## src/hdl/mlb_regs.vh

```
`ifndef MLB_REGS_VH
`define MLB_REGS_VH

// ****************************************
// bus timing
// ****************************************
`define MLB_CLK_SYS_NS      10
`define MLB_CLKS_PER_TSTATE 2
`define MLB_MIN_TSTATES     4

// ****************************************
// t-state codes
// ****************************************
`define MLB_ST_TI 3'h0
`define MLB_ST_T1 3'h1
`define MLB_ST_T2 3'h2
`define MLB_ST_T3 3'h3
`define MLB_ST_TW 3'h4
`define MLB_ST_T4 3'h5

// ****************************************
// cycle status codes
// ****************************************
`define MLB_CYC_INTA    3'h0
`define MLB_CYC_IO_RD   3'h1
`define MLB_CYC_IO_WR   3'h2
`define MLB_CYC_HALT    3'h3
`define MLB_CYC_FETCH   3'h4
`define MLB_CYC_MEM_RD  3'h5
`define MLB_CYC_MEM_WR  3'h6
`define MLB_CYC_PASSIVE 3'h7

// ****************************************
// lane enables {upper, lower}
// ****************************************
`define MLB_LANE_LO   2'h1
`define MLB_LANE_HI   2'h2
`define MLB_LANE_BOTH 2'h3

`endif

```

## src/hdl/mlb_sync2.v

```verilog
`timescale 1ns/1ns
`default_nettype none

module mlb_sync2 #(
   parameter W = 18
) (
   input  wire         clk_sys,
   input  wire         rstn,
   input  wire [W-1:0] d_in,
   output reg  [W-1:0] q_out
);

   reg [W-1:0] meta_r;

   // first stage is read by the second stage only
   always @(posedge clk_sys or negedge rstn) begin
      if (!rstn) begin
         meta_r <= {W{1'b0}};
         q_out  <= {W{1'b0}};
      end else begin
         meta_r <= d_in;
         q_out  <= meta_r;
      end
   end

endmodule // mlb_sync2

`default_nettype wire

```

## src/hdl/mlb_tstate_div.v

```verilog
`timescale 1ns/1ns
`default_nettype none

module mlb_tstate_div (
   input  wire clk_sys,
   input  wire rstn,
   output reg  st_en,
   output reg  mid_en
);

   // two sys clocks per t-state: start edge, then mid edge
   always @(posedge clk_sys or negedge rstn) begin
      if (!rstn) begin
         st_en  <= 1'b0;
         mid_en <= 1'b0;
      end else begin
         st_en  <= ~st_en;
         mid_en <= st_en;
      end
   end

endmodule // mlb_tstate_div

`default_nettype wire

```

## src/hdl/mlb_bus_cycle.v

```verilog
`timescale 1ns/1ns
`default_nettype none
`include "mlb_regs.vh"

module mlb_bus_cycle (
   input  wire        clk_sys,
   input  wire        rstn,
   input  wire        cfg_bus8,
   input  wire        cfg_pcs_addr,
   input  wire        cpu_req,
   input  wire [2:0]  cpu_cyc,
   input  wire [19:0] cpu_addr,
   input  wire        cpu_word,
   input  wire        cpu_periph,
   input  wire [15:0] cpu_wdata,
   output reg         cpu_done,
   input  wire        dma_req,
   input  wire [2:0]  dma_cyc,
   input  wire [19:0] dma_addr,
   input  wire        dma_word,
   input  wire        dma_periph,
   input  wire [15:0] dma_wdata,
   output reg         dma_done,
   output reg  [15:0] rd_data,
   input  wire        sync_ready_in,
   input  wire        async_ready_in,
   input  wire [15:0] muxed_addr_data_bus_in,
   output reg  [15:0] muxed_addr_data_bus_out,
   output reg         muxed_addr_data_bus_oe,
   output reg  [3:0]  upper_addr_status_lines,
   output reg         high_byte_lane_enable_n,
   output reg  [2:0]  cycle_status_code,
   output reg         ale,
   output reg         rd_n,
   output reg         wr_n,
   output reg         data_buffer_enable_n,
   output reg         data_buffer_direction,
   output reg         pcs_a1,
   output reg         pcs_a2,
   output reg         bus_clk_out
);

   // ****************************************
   // decode helpers
   // ****************************************
   function is_write;
      input [2:0] cyc;
      begin
         is_write = (cyc == `MLB_CYC_IO_WR) || (cyc == `MLB_CYC_MEM_WR);
      end
   endfunction

   function is_read;
      input [2:0] cyc;
      begin
         is_read = (cyc == `MLB_CYC_IO_RD) || (cyc == `MLB_CYC_MEM_RD) ||
                   (cyc == `MLB_CYC_FETCH) || (cyc == `MLB_CYC_INTA);
      end
   endfunction

   // ****************************************
   // phase enables and synchronised pins
   // ****************************************
   wire        st_en;
   wire        mid_en;
   wire [17:0] pin_s;

   mlb_tstate_div u_div (
      .clk_sys (clk_sys),
      .rstn    (rstn),
      .st_en   (st_en),
      .mid_en  (mid_en)
   );

   mlb_sync2 #(.W(18)) u_sync (
      .clk_sys (clk_sys),
      .rstn    (rstn),
      .d_in    ({sync_ready_in, async_ready_in, muxed_addr_data_bus_in}),
      .q_out   (pin_s)
   );

   wire        rdy_s  = pin_s[17] | pin_s[16];
   wire [15:0] bus_s  = pin_s[15:0];

   // ****************************************
   // state
   // ****************************************
   reg  [2:0]  st_r;
   reg         dec_r;
   reg         pend_r;
   reg         ann_r;
   reg         rdy_m_r;
   reg         busy_r;
   reg         own_dma_r;
   reg         sec_left_r;
   reg         second_r;
   reg  [2:0]  cyc_r;
   reg  [19:0] base_r;
   reg  [19:0] cyc_addr_r;
   reg  [1:0]  lane_r;
   reg         word_r;
   reg  [15:0] wdata_r;

   // owner is masked so a held request is not run twice
   wire cpu_live = cpu_req & ~(busy_r & ~own_dma_r);
   wire dma_live = dma_req & ~(busy_r & own_dma_r);
   wire work     = sec_left_r | cpu_live | dma_live;
   wire fin_st   = (st_r == `MLB_ST_T4) || (st_r == `MLB_ST_TI);

   // new request, dma first; both sources share one path
   wire        sel_dma  = dma_live;
   wire [2:0]  sel_cyc  = sel_dma ? dma_cyc : cpu_cyc;
   wire [19:0] sel_addr = sel_dma ? dma_addr : cpu_addr;
   wire        sel_word = sel_dma ? dma_word : cpu_word;
   wire        sel_per  = sel_dma ? dma_periph : cpu_periph;
   wire [15:0] sel_wd   = sel_dma ? dma_wdata : cpu_wdata;
   wire        sel_two  = sel_word & ~(cfg_bus8 & sel_per) & (cfg_bus8 | sel_addr[0]);
   wire [19:0] nxt_addr = base_r + 20'h00001;

   // byte for byte cycles; mirrored on both lanes, the unused copy is don't-care
   wire [7:0]  wbyte    = second_r ? wdata_r[15:8] : wdata_r[7:0];
   wire [15:0] wlane    = (lane_r == `MLB_LANE_BOTH) ? wdata_r : {wbyte, wbyte};
   wire [7:0]  rbyte    = (lane_r == `MLB_LANE_HI) ? bus_s[15:8] : bus_s[7:0];

   // ****************************************
   // t-state sequencer
   // ****************************************
   always @(posedge clk_sys or negedge rstn) begin
      if (!rstn) begin
         st_r                    <= `MLB_ST_TI;
         dec_r                   <= 1'b0;
         pend_r                  <= 1'b0;
         ann_r                   <= 1'b0;
         rdy_m_r                 <= 1'b0;
         busy_r                  <= 1'b0;
         own_dma_r               <= 1'b0;
         sec_left_r              <= 1'b0;
         second_r                <= 1'b0;
         cyc_r                   <= `MLB_CYC_PASSIVE;
         base_r                  <= 20'h00000;
         cyc_addr_r              <= 20'h00000;
         lane_r                  <= `MLB_LANE_LO;
         word_r                  <= 1'b0;
         wdata_r                 <= 16'h0000;
         cpu_done                <= 1'b0;
         dma_done                <= 1'b0;
         rd_data                 <= 16'h0000;
         muxed_addr_data_bus_out <= 16'h0000;
         muxed_addr_data_bus_oe  <= 1'b0;
         upper_addr_status_lines <= 4'h0;
         high_byte_lane_enable_n <= 1'b1;
         cycle_status_code       <= `MLB_CYC_PASSIVE;
         ale                     <= 1'b0;
         rd_n                    <= 1'b1;
         wr_n                    <= 1'b1;
         data_buffer_enable_n    <= 1'b1;
         data_buffer_direction   <= 1'b1;
         pcs_a1                  <= 1'b1;
         pcs_a2                  <= 1'b1;
         bus_clk_out             <= 1'b0;
      end else begin
         cpu_done <= 1'b0;
         dma_done <= 1'b0;
         if (st_en) begin
            bus_clk_out <= 1'b0;
            // one-state pipeline: pend at mid reflects work seen a state earlier
            dec_r  <= work;
            pend_r <= dec_r;
            case (st_r)
               `MLB_ST_TI, `MLB_ST_T4: begin
                  if (ann_r) begin
                     st_r                    <= `MLB_ST_T1;
                     ann_r                   <= 1'b0;
                     muxed_addr_data_bus_out <= cyc_addr_r[15:0];
                     muxed_addr_data_bus_oe  <= 1'b1;
                     upper_addr_status_lines <= cyc_addr_r[19:16];
                     high_byte_lane_enable_n <= cfg_bus8 | ~lane_r[1];
                     data_buffer_direction   <= is_write(cyc_r);
                  end else begin
                     st_r                   <= `MLB_ST_TI;
                     muxed_addr_data_bus_oe <= 1'b0;
                  end
               end
               `MLB_ST_T1: begin
                  st_r                    <= `MLB_ST_T2;
                  upper_addr_status_lines <= 4'h0;
                  data_buffer_enable_n    <= 1'b0;
                  if (is_write(cyc_r)) begin
                     muxed_addr_data_bus_out <= wlane;
                     wr_n                    <= 1'b0;
                  end else begin
                     muxed_addr_data_bus_oe <= 1'b0;
                     rd_n                   <= ~is_read(cyc_r);
                  end
               end
               `MLB_ST_T2: begin
                  st_r <= `MLB_ST_T3;
               end
               `MLB_ST_T3, `MLB_ST_TW: begin
                  if (rdy_m_r) begin
                     st_r                 <= `MLB_ST_T4;
                     rd_n                 <= 1'b1;
                     wr_n                 <= 1'b1;
                     data_buffer_enable_n <= 1'b1;
                     if (is_read(cyc_r)) begin
                        // read data sampled entering the fourth state
                        if (lane_r == `MLB_LANE_BOTH)
                           rd_data <= bus_s;
                        else if (second_r)
                           rd_data[15:8] <= rbyte;
                        else
                           rd_data[7:0] <= rbyte;
                     end
                     if (!sec_left_r) begin
                        cpu_done <= ~own_dma_r;
                        dma_done <= own_dma_r;
                     end
                  end else begin
                     st_r <= `MLB_ST_TW;
                  end
               end
               default: begin
                  st_r <= `MLB_ST_TI;
               end
            endcase
         end
         if (mid_en) begin
            bus_clk_out <= 1'b1;
            if (fin_st) begin
               if (pend_r) begin
                  ale               <= 1'b1;
                  ann_r             <= 1'b1;
                  busy_r            <= 1'b1;
                  if (sec_left_r) begin
                     // second half of a split word: next byte, lower lane
                     sec_left_r        <= 1'b0;
                     second_r          <= 1'b1;
                     cyc_addr_r        <= nxt_addr;
                     lane_r            <= `MLB_LANE_LO;
                     cycle_status_code <= cyc_r;
                  end else begin
                     own_dma_r         <= sel_dma;
                     cyc_r             <= sel_cyc;
                     base_r            <= sel_addr;
                     cyc_addr_r        <= sel_addr;
                     word_r            <= sel_word;
                     wdata_r           <= sel_wd;
                     sec_left_r        <= sel_two;
                     second_r          <= 1'b0;
                     cycle_status_code <= sel_cyc;
                     if (cfg_bus8 || sel_addr[0])
                        lane_r <= sel_addr[0] & ~cfg_bus8 ? `MLB_LANE_HI : `MLB_LANE_LO;
                     else
                        lane_r <= sel_word ? `MLB_LANE_BOTH : `MLB_LANE_LO;
                  end
               end else begin
                  busy_r            <= 1'b0;
                  cycle_status_code <= `MLB_CYC_PASSIVE;
               end
            end
            if (st_r == `MLB_ST_T1) begin
               ale <= 1'b0;
               if (cfg_pcs_addr) begin
                  pcs_a1 <= cyc_addr_r[1];
                  pcs_a2 <= cyc_addr_r[2];
               end
            end
            if (!cfg_pcs_addr) begin
               pcs_a1 <= 1'b1;
               pcs_a2 <= 1'b1;
            end
            if ((st_r == `MLB_ST_T3) || (st_r == `MLB_ST_TW)) begin
               // ready taken mid-state so status and exit agree
               rdy_m_r <= rdy_s;
               if (rdy_s)
                  cycle_status_code <= `MLB_CYC_PASSIVE;
            end
         end
      end
   end

endmodule // mlb_bus_cycle

`default_nettype wire

```

## config.mk

```make
export PLATFORM = sky130hd
export DESIGN_NAME = mlb_bus_cycle
export DESIGN_NICKNAME = d
export VERILOG_FILES = /design/src/hdl/mlb_sync2.v /design/src/hdl/mlb_tstate_div.v /design/src/hdl/mlb_bus_cycle.v
export VERILOG_INCLUDE_DIRS = /design/src /design/src/hdl
export SDC_FILE = /design/constraint.sdc
export NUM_CORES = 1
export LEC_CHECK = 0
export BUFFER_PORTS_ARGS = -buffer_cell sky130_fd_sc_hd__buf_4
export CAP_MARGIN = 20
export CORE_AREA = 2 2 171 106
export CTS_CLUSTER_DIAMETER = 200
export DETAILED_ROUTE_END_ITERATION = 6
export DIE_AREA = 0 0 173 108
export PLACE_DENSITY = 0.69
export SYNTH_ARGS = -nofsm -noshare
export SYNTH_HDL_FRONTEND = slang
export SYNTH_HIERARCHICAL = 1
export SYNTH_SLANG_ARGS = --single-unit
```

## constraint.sdc

```tcl
create_clock -name clk_sys -period 1.62 [get_ports clk_sys]
set_input_delay 0.243 -clock clk_sys [delete_from_list [all_inputs] [get_ports clk_sys]]
set_output_delay 0.243 -clock clk_sys [all_outputs]
set_load 0.03 [all_outputs]
```

==> results of run 1 <==
## Yosys cell counts, types with 2 or more instances
library cell               count  area, um^2
sky130_fd_sc_hd__mux2i_1      48       480.5
sky130_fd_sc_hd__dfrtp_1     147        3679
sky130_fd_sc_hd__and4_1        2       17.52
sky130_fd_sc_hd__buf_4         4       30.03
sky130_fd_sc_hd__buf_1         3       11.26
sky130_fd_sc_hd__nor3_1        5       25.02
sky130_fd_sc_hd__o221a_2       2       22.52
sky130_fd_sc_hd__a21oi_1      29       145.1
sky130_fd_sc_hd__inv_1         8       30.03
sky130_fd_sc_hd__o22ai_1       4       25.02
sky130_fd_sc_hd__o211a_1       2       20.02
sky130_fd_sc_hd__nand3_1      11       55.05
sky130_fd_sc_hd__o21ai_0      69       345.3
sky130_fd_sc_hd__nor3b_1       2       15.01
sky130_fd_sc_hd__xnor2_1       9       78.83
sky130_fd_sc_hd__buf_2        21       105.1
sky130_fd_sc_hd__a21boi_0      3       22.52
sky130_fd_sc_hd__mux2_2        6       67.56
sky130_fd_sc_hd__o31ai_1       2       15.01
sky130_fd_sc_hd__dfstp_2      14       367.9
sky130_fd_sc_hd__a221o_1       5       50.05
sky130_fd_sc_hd__nor4_1        4       25.02
sky130_fd_sc_hd__clkbuf_1     11       41.29
sky130_fd_sc_hd__nor3_4        2       32.53
sky130_fd_sc_hd__a22o_1        4       35.03
sky130_fd_sc_hd__a21o_1       10       75.07
sky130_fd_sc_hd__o211ai_1      2       15.01
sky130_fd_sc_hd__and3_1        6       37.54
sky130_fd_sc_hd__xor2_1        8       70.07
sky130_fd_sc_hd__o21a_1        3       22.52
sky130_fd_sc_hd__a31oi_1      21       131.4
sky130_fd_sc_hd__nand2_1     145       544.3
sky130_fd_sc_hd__nand4_1       6       37.54
sky130_fd_sc_hd__nor2b_1       4       25.02
sky130_fd_sc_hd__nor2_1       57       214.0
## report_power, final
part / internal, mW / leakage [nW] / total [mW] / switching [mW]
combinational: 3.76 / 2.70 / 8.16 / 4.40
clock: 2.10 / 0.297 / 4.04 / 1.94
sequential: 5.54 / 1.91 / 6.76 / 1.22
## critical path: stages, from the launching register on
cell	delay [ns]
sky130_fd_sc_hd__dfrtp_2	0.45
sky130_fd_sc_hd__buf_6	0.15
sky130_fd_sc_hd__and3b_2	0.26
sky130_fd_sc_hd__o21bai_4	0.11
sky130_fd_sc_hd__nor3_4	0.31
sky130_fd_sc_hd__buf_12	0.21
sky130_fd_sc_hd__nor2_4	0.04
sky130_fd_sc_hd__a21oi_2	0.09
## kinds of logic after synthesis
logic type | synth area share, %
compound gates | 14.57
xor+xnor | 2.101
fa+ha+maj | 0.1765
buf+inv | 3.143
flops | 57.10
mux | 7.733
simple gates | 15.18
## worst min-delay path by stage
stage / end / depth (start not counted) / from / slack, ns
floorplan: ale / 0 / rstn / -0.05
global placement: u_sync/meta_r[17] / 1 / rstn / 0.12
detailed placement: u_sync/meta_r[17] / 1 / rstn / 0.12
CTS: wdata_r[12] / 3 / cpu_wdata[12] / 0.06
global route: wdata_r[15] / 3 / dma_wdata[15] / 0.07
finish: wdata_r[12] / 3 / cpu_wdata[12] / 0.08
## through the flow
| step | total power [mW] | instances | setup TNS (ns) |
|---|---|---|---|
| after floorplan | 10.76 | 699 | -0.6309 |
| after global placement | 13.75 | 1125 | -1.584 |
| after detailed placement | 13.88 | 1125 | -2.541 |
| after CTS | 18.10 | 1177 | -1.069 |
| after global routing | 20.10 | 1195 | -4.205 |
| final | 18.96 | 1195 | -1.602 |
## sequential cells by signal (all words and copies together), names as in the netlist, 2 cells and up
signal	flops
u_sync/meta_r	18
rd_data	16
cycle_status_code	3
u_sync/q_out	18
wdata_r	16
cyc_addr_r	20
upper_addr_status_lines	4
st_r	3
muxed_addr_data_bus_out	16
base_r	20
lane_r	2
cyc_r	3
## metal layers
| metal | up-vias | share of wire, % | global-route usage (%) |
|---|---|---|---|
| met5 | - | 0 | 0 |
| met1 | 2973 | 49 | 31.51 |
| met4 | 0 | 0.45 | 4.479 |
| met3 | 7 | 6.4 | 4.571 |
| met2 | 205 | 44 | 31.03 |
| li1 | 2936 | - | - |
## final cells by class
type                       count  area [um^2]
fill                        1372         6372
sequential                   161         4053
multi-input combinational    490         3257
timing repair buffer         270         2330
clock buffer                  17        425.4
tap                          234        292.8
clock inverter                15        183.9
inverter                       8        30.03
## what timing repair did
| action | in CTS | in global routing |
|---|---|---|
| hold buffers | 20 | 0 |
| resized for setup | 13 | 104 |
| cloned | 0 | 4 |
| hold endpoints to repair | 77 | 0 |
| pin swaps | 0 | 21 |
| endpoints found under the setup margin | 60 | 93 |
| buffers inserted | 0 | 15 |
==> results, run 1 <==
- Max-cap violations in this run came to 0.
- The final critical delay including setup and external delays is 1.700 ns.
- Summed over all layers, the routed wires come to approximately 20000 um.
- The layout-stage area growth over the synthesis result is 49.17%.
- The total number of vias is 6121.
- Setup repair after global routing could not meet its margin everywhere.
- The static leakage is 4.915 nW.
- After synthesis, flip-flops and latches occupy 57.10% of the total area.
- The routed length per instance is 16.77 um.
- The launching instance or port of the critical path is st_r[2].
- The class of the worst hold path is in -> reg.
- The maximum number of pins on one net before global-route repair is 58.
- The worst-path maximum fanout is 8.
- The worst reg2reg path endpoint is rd_data[8].
- The total of buffers placed on input and output ports is 156.
- The minimum setup slack in the final design is -0.08040 ns.
- The violation count after the first detailed-route iteration is 442.
- The congestion estimate from routability-driven global placement came to 0.9057.
- The arrival time reported for the critical path endpoint is 2.06 ns.
- The DRC violation count after routing is 0.
- The commonest non-fill, non-tap cell in the layout is sky130_fd_sc_hd__buf_4.
- The capturing element type of the critical path is a flip-flop.
- The first global-routing pass estimated 30440 um of wire.
- The post-route standard cell area excluding fillers is ~11000 um^2.
- The post-detailed-placement cell area is 9087 um^2.
- The number of nets in the synthesized netlist is 806.
- The clock sink total is 161.
- TritonCTS built the clock tree.
- The type of the setup path with the least slack is reg -> reg.
- The floorplan step set the die height to 108 um.
- The H-tree level count is 4.
- The data required time of the worst path is 1.97 ns.
- The area of the die is 18680 um^2.
- Averaged over all synthesized cells, the footprint is between 10 and 15 um^2.
- Static timing analysis puts the maximum clock frequency at 588.1 MHz.
- Headroom to the max-slew limit came out at 72.67%.
- The fraction of final layout cells sized beyond drive strength 1 is 39.23%.
- The worst reg-to-reg setup slack is -0.08 ns.
- The cell sitting at the root of the clock tree is a sky130_fd_sc_hd__clkbuf_16.
- Following the worst setup path forward leads to its endpoint at rd_data[8].
- For this run, the number of Yosys warnings is 6.
- The first-pass iteration count of the detailed router is 5.
- The worst-skew pair later-pin latency is about 0.43 ns.
- The initial core utilization is a little over two fifths.
- In the synthesized netlist the async set-or-reset flop fraction comes to 100.0%.
- The number of top-level pins is 157.
- The worst IR drop on VDD is 0.9521 mV.
- The count of final max-slew check failures was 0.
- The number of antenna violations at the first check in global routing is 0.
- In this run, distinct cell masters in the synthesized netlist total 55.
- The checks that failed: setup timing.
- The number of routed nets with antenna violations is 0.
- The cell area power density is approximately 1800 nW/um^2.
- The number of buffers created by CTS is 17.
- The total routing usage reported by global routing is a little over a fifth.
- The total overflow reported by the global router is 0.
- The wire-length estimate of the detail-placed layout is 14080 um.
- 0 antenna diodes ended up in the layout.
- After floorplanning, the core was sized to cover 16940 um^2.
- For the worst flop-to-flop path, the logic depth is 7.
- The main flop type after synthesis is sky130_fd_sc_hd__dfrtp_1.
- The cell area after synthesis is 7087 um^2.
- After the last flow step, the layout net total stands at 1055.
- The worst path uses 105.0% of the clock period.
- The number of global-route vias before repair came to approximately 5800.
- After clock tree synthesis, the clock-pin slew on the worst setup and hold paths is ~0.070 ns.
- The minimum hold slack is between 0.07 and 0.08 ns.
- Dividing the detail-routed via count by the number of cells gives ~5.
- For the final database, setup skew stands at between 0.01 and 0.015 ns.
- The critical path launch point type is a flip-flop.
- The run finished, with violations left.
- The fraction of the core area covered by cells at the end of the flow is roughly 62%.
- The count of final hold-check violations was 0.
- From left edge to right edge, the die measures around 170 um.
- The count of final setup violators is 28.
- The register bit count reported by yosys is approximately 160.
- Timing analysis after detailed placement gives a worst setup slack of -0.1164 ns.
- The startpoint identified for the worst register-to-register timing path is st_r[2].
- In this run the core area contains 37 standard-cell rows.
- At the pin with the least slew margin, the transition time is 0.4065 ns.
- In this run, synthesis inferred 0 flip-flops with an integrated enable.
- In the layout the commonest cells are sky130_fd_sc_hd__buf_4 (221), sky130_fd_sc_hd__nand2_1 (142), sky130_fd_sc_hd__dfrtp_1 (142).
- The cell count after synthesis is roughly 700.
- The clock passes through at most 2 buffers.
No activity file was read; power rests on OpenSTA's default activity.
==> run 2, diff against run 1 <==
- CORE_AREA: 2 2 171 106 -> 4 4 173 108
- DIE_AREA: 0 0 173 108 -> 0 0 177 112
- GPL_TIMING_DRIVEN: not set -> 1
- SKIP_CTS_REPAIR_TIMING: not set -> 1
==> run 2 against run 1 <==
  * Global-route usage down 1.0 points
  * Die area up 6.1%
  * Setup slack worse by 0.028 ns
  * Final area up 2.0%
  * Highest routed layer unchanged
  * Flip-flop and latch count unchanged
  * Sequential share of layout area down 0.78 points
  * The run still ends with setup timing left
  * Hold slack worse by 0.0068 ns
  * Clock-buffer cell count unchanged
  * Via count up 1.7%
  * Routed wire length up 7.6%
==> results, run 2 (synthesis results as in run 1) <==
- The total overflow reported by the global router is 0.
- The first-pass iteration count of the detailed router is 5.
- For the pin with the worst max-slew slack, the measured transition is roughly 0.47 ns.
- The capturing element type of the critical path is a flip-flop.
- The root buffer cell chosen for the clock tree is sky130_fd_sc_hd__clkbuf_16.
- TritonCTS built the clock tree.
- For this configuration, the core starts out at a cell density of 41.71%.
- The largest stage delay on the critical path is between 0.5 and 0.6 ns.
- Traced cell by cell, the critical path runs through and2b_1, mux2_4, o211ai_1, buf_4, buf_8, o21ai_0.
- The total routing usage reported by global routing is about a fifth.
- Across the whole layout, storage elements account for between 4000 and 5000 um^2.
- The congestion estimate from routability-driven global placement came to 0.8797.
- After detailed routing, the number of vias per cell comes to around 5.2.
- The total of buffers placed on input and output ports is between 150 and 200.
- The flow ran to the end, but the final reports show violations.
- The type of the setup path with the least slack is reg -> reg.
- The total wire length is 21570 um.
- In the final layout, the multi-input gates occupy 3362 um^2.
- Setup violations remaining at the end of the flow were counted as 27.
- The number of buffers created by CTS is 17.
- The floorplan step set the die height to 112 um.
- The H-tree generated during clock tree synthesis spans 4 levels.
- The count of buffer and inverter cells on the critical path is 2.
- The clock input transition at the sequential cells of the worst setup and hold paths is 0.07 ns.
- The number of antenna diodes in the final layout is 0.
- The largest registers in the layout are base_r: 20 flops, cyc_addr_r: 20 flops.
- Detailed placement finished with a half-perimeter wire length of 14670 um.
- The critical path launch point type is a flip-flop.
- The layout-stage area growth over the synthesis result is 52.12%.
- The worst-skew pair later-pin latency is 0.43 ns.
- Excluding fillers, the count of instances in the completed layout stands at 1203.
- After layout, the worst setup slack is -0.1084 ns.
- The worst relative slew slack is ~69%.
- The first global-routing pass estimated 30990 um of wire.
- For this design, the slowest cell found on the critical path is sky130_fd_sc_hd__dfstp_2.
- The area of the die is 19820 um^2.
- Entering global routing, the biggest net connects 48 pins.
- The number of instances in the placed design is around 1100.
- The arrival time reported for the critical path endpoint is 2.04 ns.
- The clock net in this run drives a total of 161 sinks.
- The class of the worst hold path is in -> reg.
- The total number of vias is 6223.
- IR analysis of the VDD net gives a maximum drop of around 1.1 mV.
- Based on the critical path, the design can be clocked at up to 578.6 MHz.
- The fraction of final layout cells sized beyond drive strength 1 is 42.72%.
- The number of antenna violations at the first check in global routing is 0.
- The total area inside the core boundary comes to 16990 um^2.
- In the layout the commonest cells are sky130_fd_sc_hd__buf_4 (227), sky130_fd_sc_hd__dfrtp_1 (145), sky130_fd_sc_hd__nand2_1 (132).
- The fraction of the core area covered by cells at the end of the flow is 63.45%.
- The violation count after the first detailed-route iteration is 544.
- The count of final max-slew check failures is 0.
- The final reports fail on setup timing.
- In this run the deepest clock path goes through 2 buffers.
- The number of global-route vias before repair is 5693.
- The largest delay contributor family on the critical path is flip-flops.
- The cell area power density is 1809 nW/um^2.
- In the finished design, the share of the clock period the worst path needs comes to 106.7%.
- The worst-path maximum fanout is 16.
- The routed design could run at a clock period as short as 1.728 ns.
- The data required time of the worst path is between 1.5 and 2 ns.
- The overall power consumption is 19.50 mW.
- The number of nets at the end of the flow is ~1100.
- The count of filler cells inserted in the layout is 1343.
- The routed length per instance is roughly 18 um.
- The count of final hold-check violations is 0.
- The total of max-cap violations is 0.
- After floorplanning, the core was divided into 37 placement rows.
- Setup repair after global routing could not meet its margin everywhere.
- In this run the remaining antenna-violating nets after routing total 0.
- Clock skew on the completed layout was measured at 0.01723 ns.
- The pre-CTS setup slack is -0.1166 ns.
- Leaving out fill and tap cells, the most frequent cell in the layout is sky130_fd_sc_hd__buf_4.
- The number of top-level pins is 157.
- In the routed design, unresolved DRC markers number 0.
- The static leakage is 5.032 nW.
- The chip width is approximately 180 um.
==> run 2: cell count changes in the layout (fill, tap and decap cells not counted), moves of 8 or more <==
cell | previous run | this run
sky130_fd_sc_hd__nor2_1 | 43 | 35
sky130_fd_sc_hd__a21oi_2 | 11 | 20
sky130_fd_sc_hd__nand2_1 | 142 | 132
sky130_fd_sc_hd__a21oi_1 | 18 | 9
sky130_fd_sc_hd__o21ai_2 | 0 | 8
sky130_fd_sc_hd__o21ai_0 | 63 | 54
==> run 2: through the flow <==
stage	instance area, um^2	TNS (ns)	hold WS, ns
floorplan	7096	-0.6309	-0.05259
global placement	9100	-1.554	0.2192
detailed placement	9100	-2.032	0.2181
CTS	9709	-2.663	-0.2409
global route	10780	-4.834	0.06462
finish	10780	-1.865	0.06899
==> run 2: final timing paths <==
path	start	slack [ns]	endpoint	depth (start not counted)
worst max-delay path	cyc_r[0]	-0.11	muxed_addr_data_bus_out[4]	6
worst min register to register	u_sync/meta_r[3]	0.34	u_sync/q_out[3]	0
worst min-delay path	dma_wdata[2]	0.07	wdata_r[2]	3
worst max register to register	cyc_r[0]	-0.11	muxed_addr_data_bus_out[4]	6
min in group asynchronous	rstn	0.32	dma_done	2
max in group asynchronous	rstn	0.63	pcs_a1	3
==> run 2: per-layer routing <==
layer / global-route usage [%] / share of wire (%) / up-vias
met2: 28.44 / 44 / 246
met1: 29.88 / 47 / 3005
li1: - / - / 2952
met3: 5.531 / 8.2 / 20
met4: 5.152 / 0.99 / 0
met5: 0 / 0 / -
==> run 2: power breakdown <==
| part | switching, mW | leakage, nW | internal, mW |
|---|---|---|---|
| registers | 1.24 | 1.92 | 5.53 |
| logic | 4.68 | 2.83 | 4.00 |
| clock network | 1.96 | 0.289 | 2.09 |
==> run 2: cell type report <==
type / instances / area share (%)
Clock buffer: 17 / 3.946
Multi-Input combinational cell: 490 / 31.19
Tap cell: 234 / 2.716
Clock inverter: 15 / 1.706
Sequential cell: 161 / 37.56
Timing Repair Buffer: 278 / 22.61
Inverter: 8 / 0.2786
==> run 2: worst register-to-register path, cell delays in order, from the launching register on <==
cell                       delay [ns]
sky130_fd_sc_hd__dfstp_2         0.53
sky130_fd_sc_hd__and2b_1         0.18
sky130_fd_sc_hd__mux2_4          0.27
sky130_fd_sc_hd__o211ai_1        0.18
sky130_fd_sc_hd__buf_4           0.19
sky130_fd_sc_hd__buf_8           0.16
sky130_fd_sc_hd__o21ai_0         0.10
==> run 3, diff against run 2 <==
- RECOVER_POWER: not set -> 50
==> run 3 against run 2 <==
  * The run still ends with setup timing left
  * Sequential share of layout area rose by 0.11 points
  * Cell count unchanged
  * Routed wire length increased by 0.30%
  * Utilization down 0.18 points
  * Final area is 0.29% lower
  * Clock skew hardly changed
  * Combinational power about the same
  * Register-to-register slack is essentially flat
  * Sequential power barely moved
  * Critical path type unchanged
==> results, run 3 (synthesis results as in run 1) <==
- The run finished, with violations left.
- The final reports fail on setup timing.
- The routed design uses 1545 um of met3 wire.
- Setup repair after global routing could not meet its margin everywhere.
- The worst IR drop on VDD is between 1 and 1.5 mV.
- At the pin with the least slew margin, the transition time is 1.101 ns.
- The total of max-cap violations is 0.
- Once the floorplan was initialized, standard cells occupied 41.71% of the core.
- The congestion estimate from routability-driven global placement came to 0.8797.
- Signal routing reaches up to met4.
- The wire length of the first global-routing pass is 30990 um.
- The count of final max-slew check failures is 0.
- The maximum number of pins on one net before global-route repair is 48.
- The class of the worst hold path is in -> reg.
- The count of final hold-check violations is 0.
- The total overflow reported by the global router is 0.
- The worst reg-to-reg setup slack is -0.12 ns.
- The number of global-route vias before repair came to 5693.
- Setup violations remaining at the end of the flow were counted as 26.
- The area of the die is about 20000 um^2.
- The overall power consumption is 19.51 mW.
- The repair_antennas step left the layout with diodes totalling 0.
- The worst-skew pair later-pin latency is roughly 0.43 ns.
- The worst register-to-register path has a depth of 6.
- The number of antenna violations at the first check in global routing is 0.
- The DRC violation count after routing is 0.
- The minimum setup slack in the final design is -0.1181 ns.
- For this design the static power due to leakage is 5.012 nW.
- The type of the setup path with the least slack is reg -> reg.
- The via count normalized by instance count is 5.179.
- The final cycle utilization of the critical path is 107.3%.
- The worst relative slew slack is 26.63%.
- Across all hold checks on the routed design, the worst slack comes to 0.06945 ns.
- At the placement stage, the worst setup path has a slack of -0.1166 ns.
- Buffers placed on the I/O ports in this run total 156.
- The clock sink total is 161.
- The worst setup path is captured at a flip-flop.
- The count of nets left with antenna violations once routing finished came out at 0.
- The H-tree level count is 4.
- The violation count after the first detailed-route iteration is 485.
- The HPWL after detailed placement is 14670 um.
- Based on the critical path, the design can be clocked at up to 575.3 MHz.
- Before antenna repair, the detailed router went through 5 iterations.
- The number of top-level pins is 157.
- In the final layout, the share of cells above drive strength 1 is 42.41%.
- In the final routed layout, each cell accounts on average for 17.98 um.
- The total wire length is 21630 um.
- The floorplan step set the die height to 112 um.
- Detailed routing placed a total of 9500 um of wire on met2.
- The chip width is 177 um.
- Buffers inserted during clock tree synthesis total 17.
- The number of instances on the worst hold path is 3.
- Compared with the post-synthesis result, the final layout area differs by 51.68%.
- In the final layout, the registers with the most flip-flops are base_r: 20 flops, cyc_addr_r: 20 flops.
- The post-route clock skew is 0.01731 ns.
- The number of nets at the end of the flow is 1063.
- The clock passes through at most 2 buffers.
- The critical path launch point type is a flip-flop.
- The post-detailed-placement cell area is slightly above 9000 um^2.
- The library cells used most frequently in the layout, excluding fill and tap cells, are sky130_fd_sc_hd__buf_4 (207), sky130_fd_sc_hd__dfrtp_1 (145), sky130_fd_sc_hd__nand2_1 (132).
- The commonest non-fill, non-tap cell in the layout is sky130_fd_sc_hd__buf_4.
- After filler insertion, the fill cell instance count of the layout stands at 1349.
- Data on the critical path arrives at its endpoint at 2.05 ns.
- The tree is rooted in a sky130_fd_sc_hd__clkbuf_16.
- The total number of vias is 6230.
- The clock input transition at the sequential cells of the worst setup and hold paths is 0.07 ns.
- In this run the core area contains 37 standard-cell rows.
- TritonCTS built the clock tree.
- For this design the ratio of total power to cell area is 1815 nW/um^2.
- The final critical delay including setup and external delays is 1.738 ns.
- The routed metal-1 wire length is approximately 10000 um.
- The post-route standard cell area excluding fillers is 10750 um^2.
- The fraction of the core area covered by cells at the end of the flow is a little over three fifths.
- The area inside the core boundary is 16990 um^2.
- The total routing usage reported by global routing is 19.90%.
- The data required time of the worst path is between 1.5 and 2 ns.
- The worst-path maximum fanout is 4.
==> run 3: cell count changes in the layout (fill, tap and decap cells not counted) <==
cell / change
sky130_fd_sc_hd__clkbuf_4: +17
sky130_fd_sc_hd__buf_8: +1
sky130_fd_sc_hd__buf_4: -20
sky130_fd_sc_hd__clkbuf_1: +3
sky130_fd_sc_hd__buf_2: +1
sky130_fd_sc_hd__buf_12: -2
==> run 3: area by class of cell <==
type | instances | area (um^2) | share of cell area [%]
inverters | 8 | 30.03 | 0.2794
clock buffers | 17 | 425.4 | 3.958
multi-input cells | 490 | 3362 | 31.28
flip-flops and latches | 161 | 4049 | 37.67
well taps | 234 | 292.8 | 2.724
repair buffers | 278 | 2406 | 22.38
clock inverters | 15 | 183.9 | 1.711
==> run 3: worst paths after layout <==
check / startpoint / to
worst max-delay path: base_r[3] / cyc_addr_r[17]
worst min-delay path: dma_wdata[2] / wdata_r[2]
worst max register to register: base_r[3] / cyc_addr_r[17]
worst min register to register: u_sync/meta_r[3] / u_sync/q_out[3]
max in group asynchronous: rstn / pcs_a1
min in group asynchronous: rstn / dma_done
==> run 3: report_power, final <==
part           switching, mW  internal, mW
clock network           1.96          2.09
registers               1.24          5.53
logic                   4.70          3.99
==> run 3: per-layer routing <==
layer / global-route usage, % / up-vias
li1: - / 2949
met1: 29.88 / 3036
met2: 28.44 / 225
met3: 5.531 / 20
met4: 5.152 / 0
met5: 0 / -
==> run 3: worst max-delay path, stage by stage (launching register included) <==
cell,delay (ns)
sky130_fd_sc_hd__dfrtp_2,0.41
sky130_fd_sc_hd__nand4_1,0.26
sky130_fd_sc_hd__buf_4,0.24
sky130_fd_sc_hd__nor3_4,0.21
sky130_fd_sc_hd__nand2_2,0.09
sky130_fd_sc_hd__xnor2_2,0.13
sky130_fd_sc_hd__a221o_1,0.29
==> run 3: stage by stage <==
step           TNS, ns  cells
2_1_floorplan  -0.6309    699
3_3_place_gp    -1.554   1125
3_5_place_dp    -2.032   1125
4_1_cts         -2.663   1157
5_1_grt         -5.640   1203
6_report        -1.996   1203
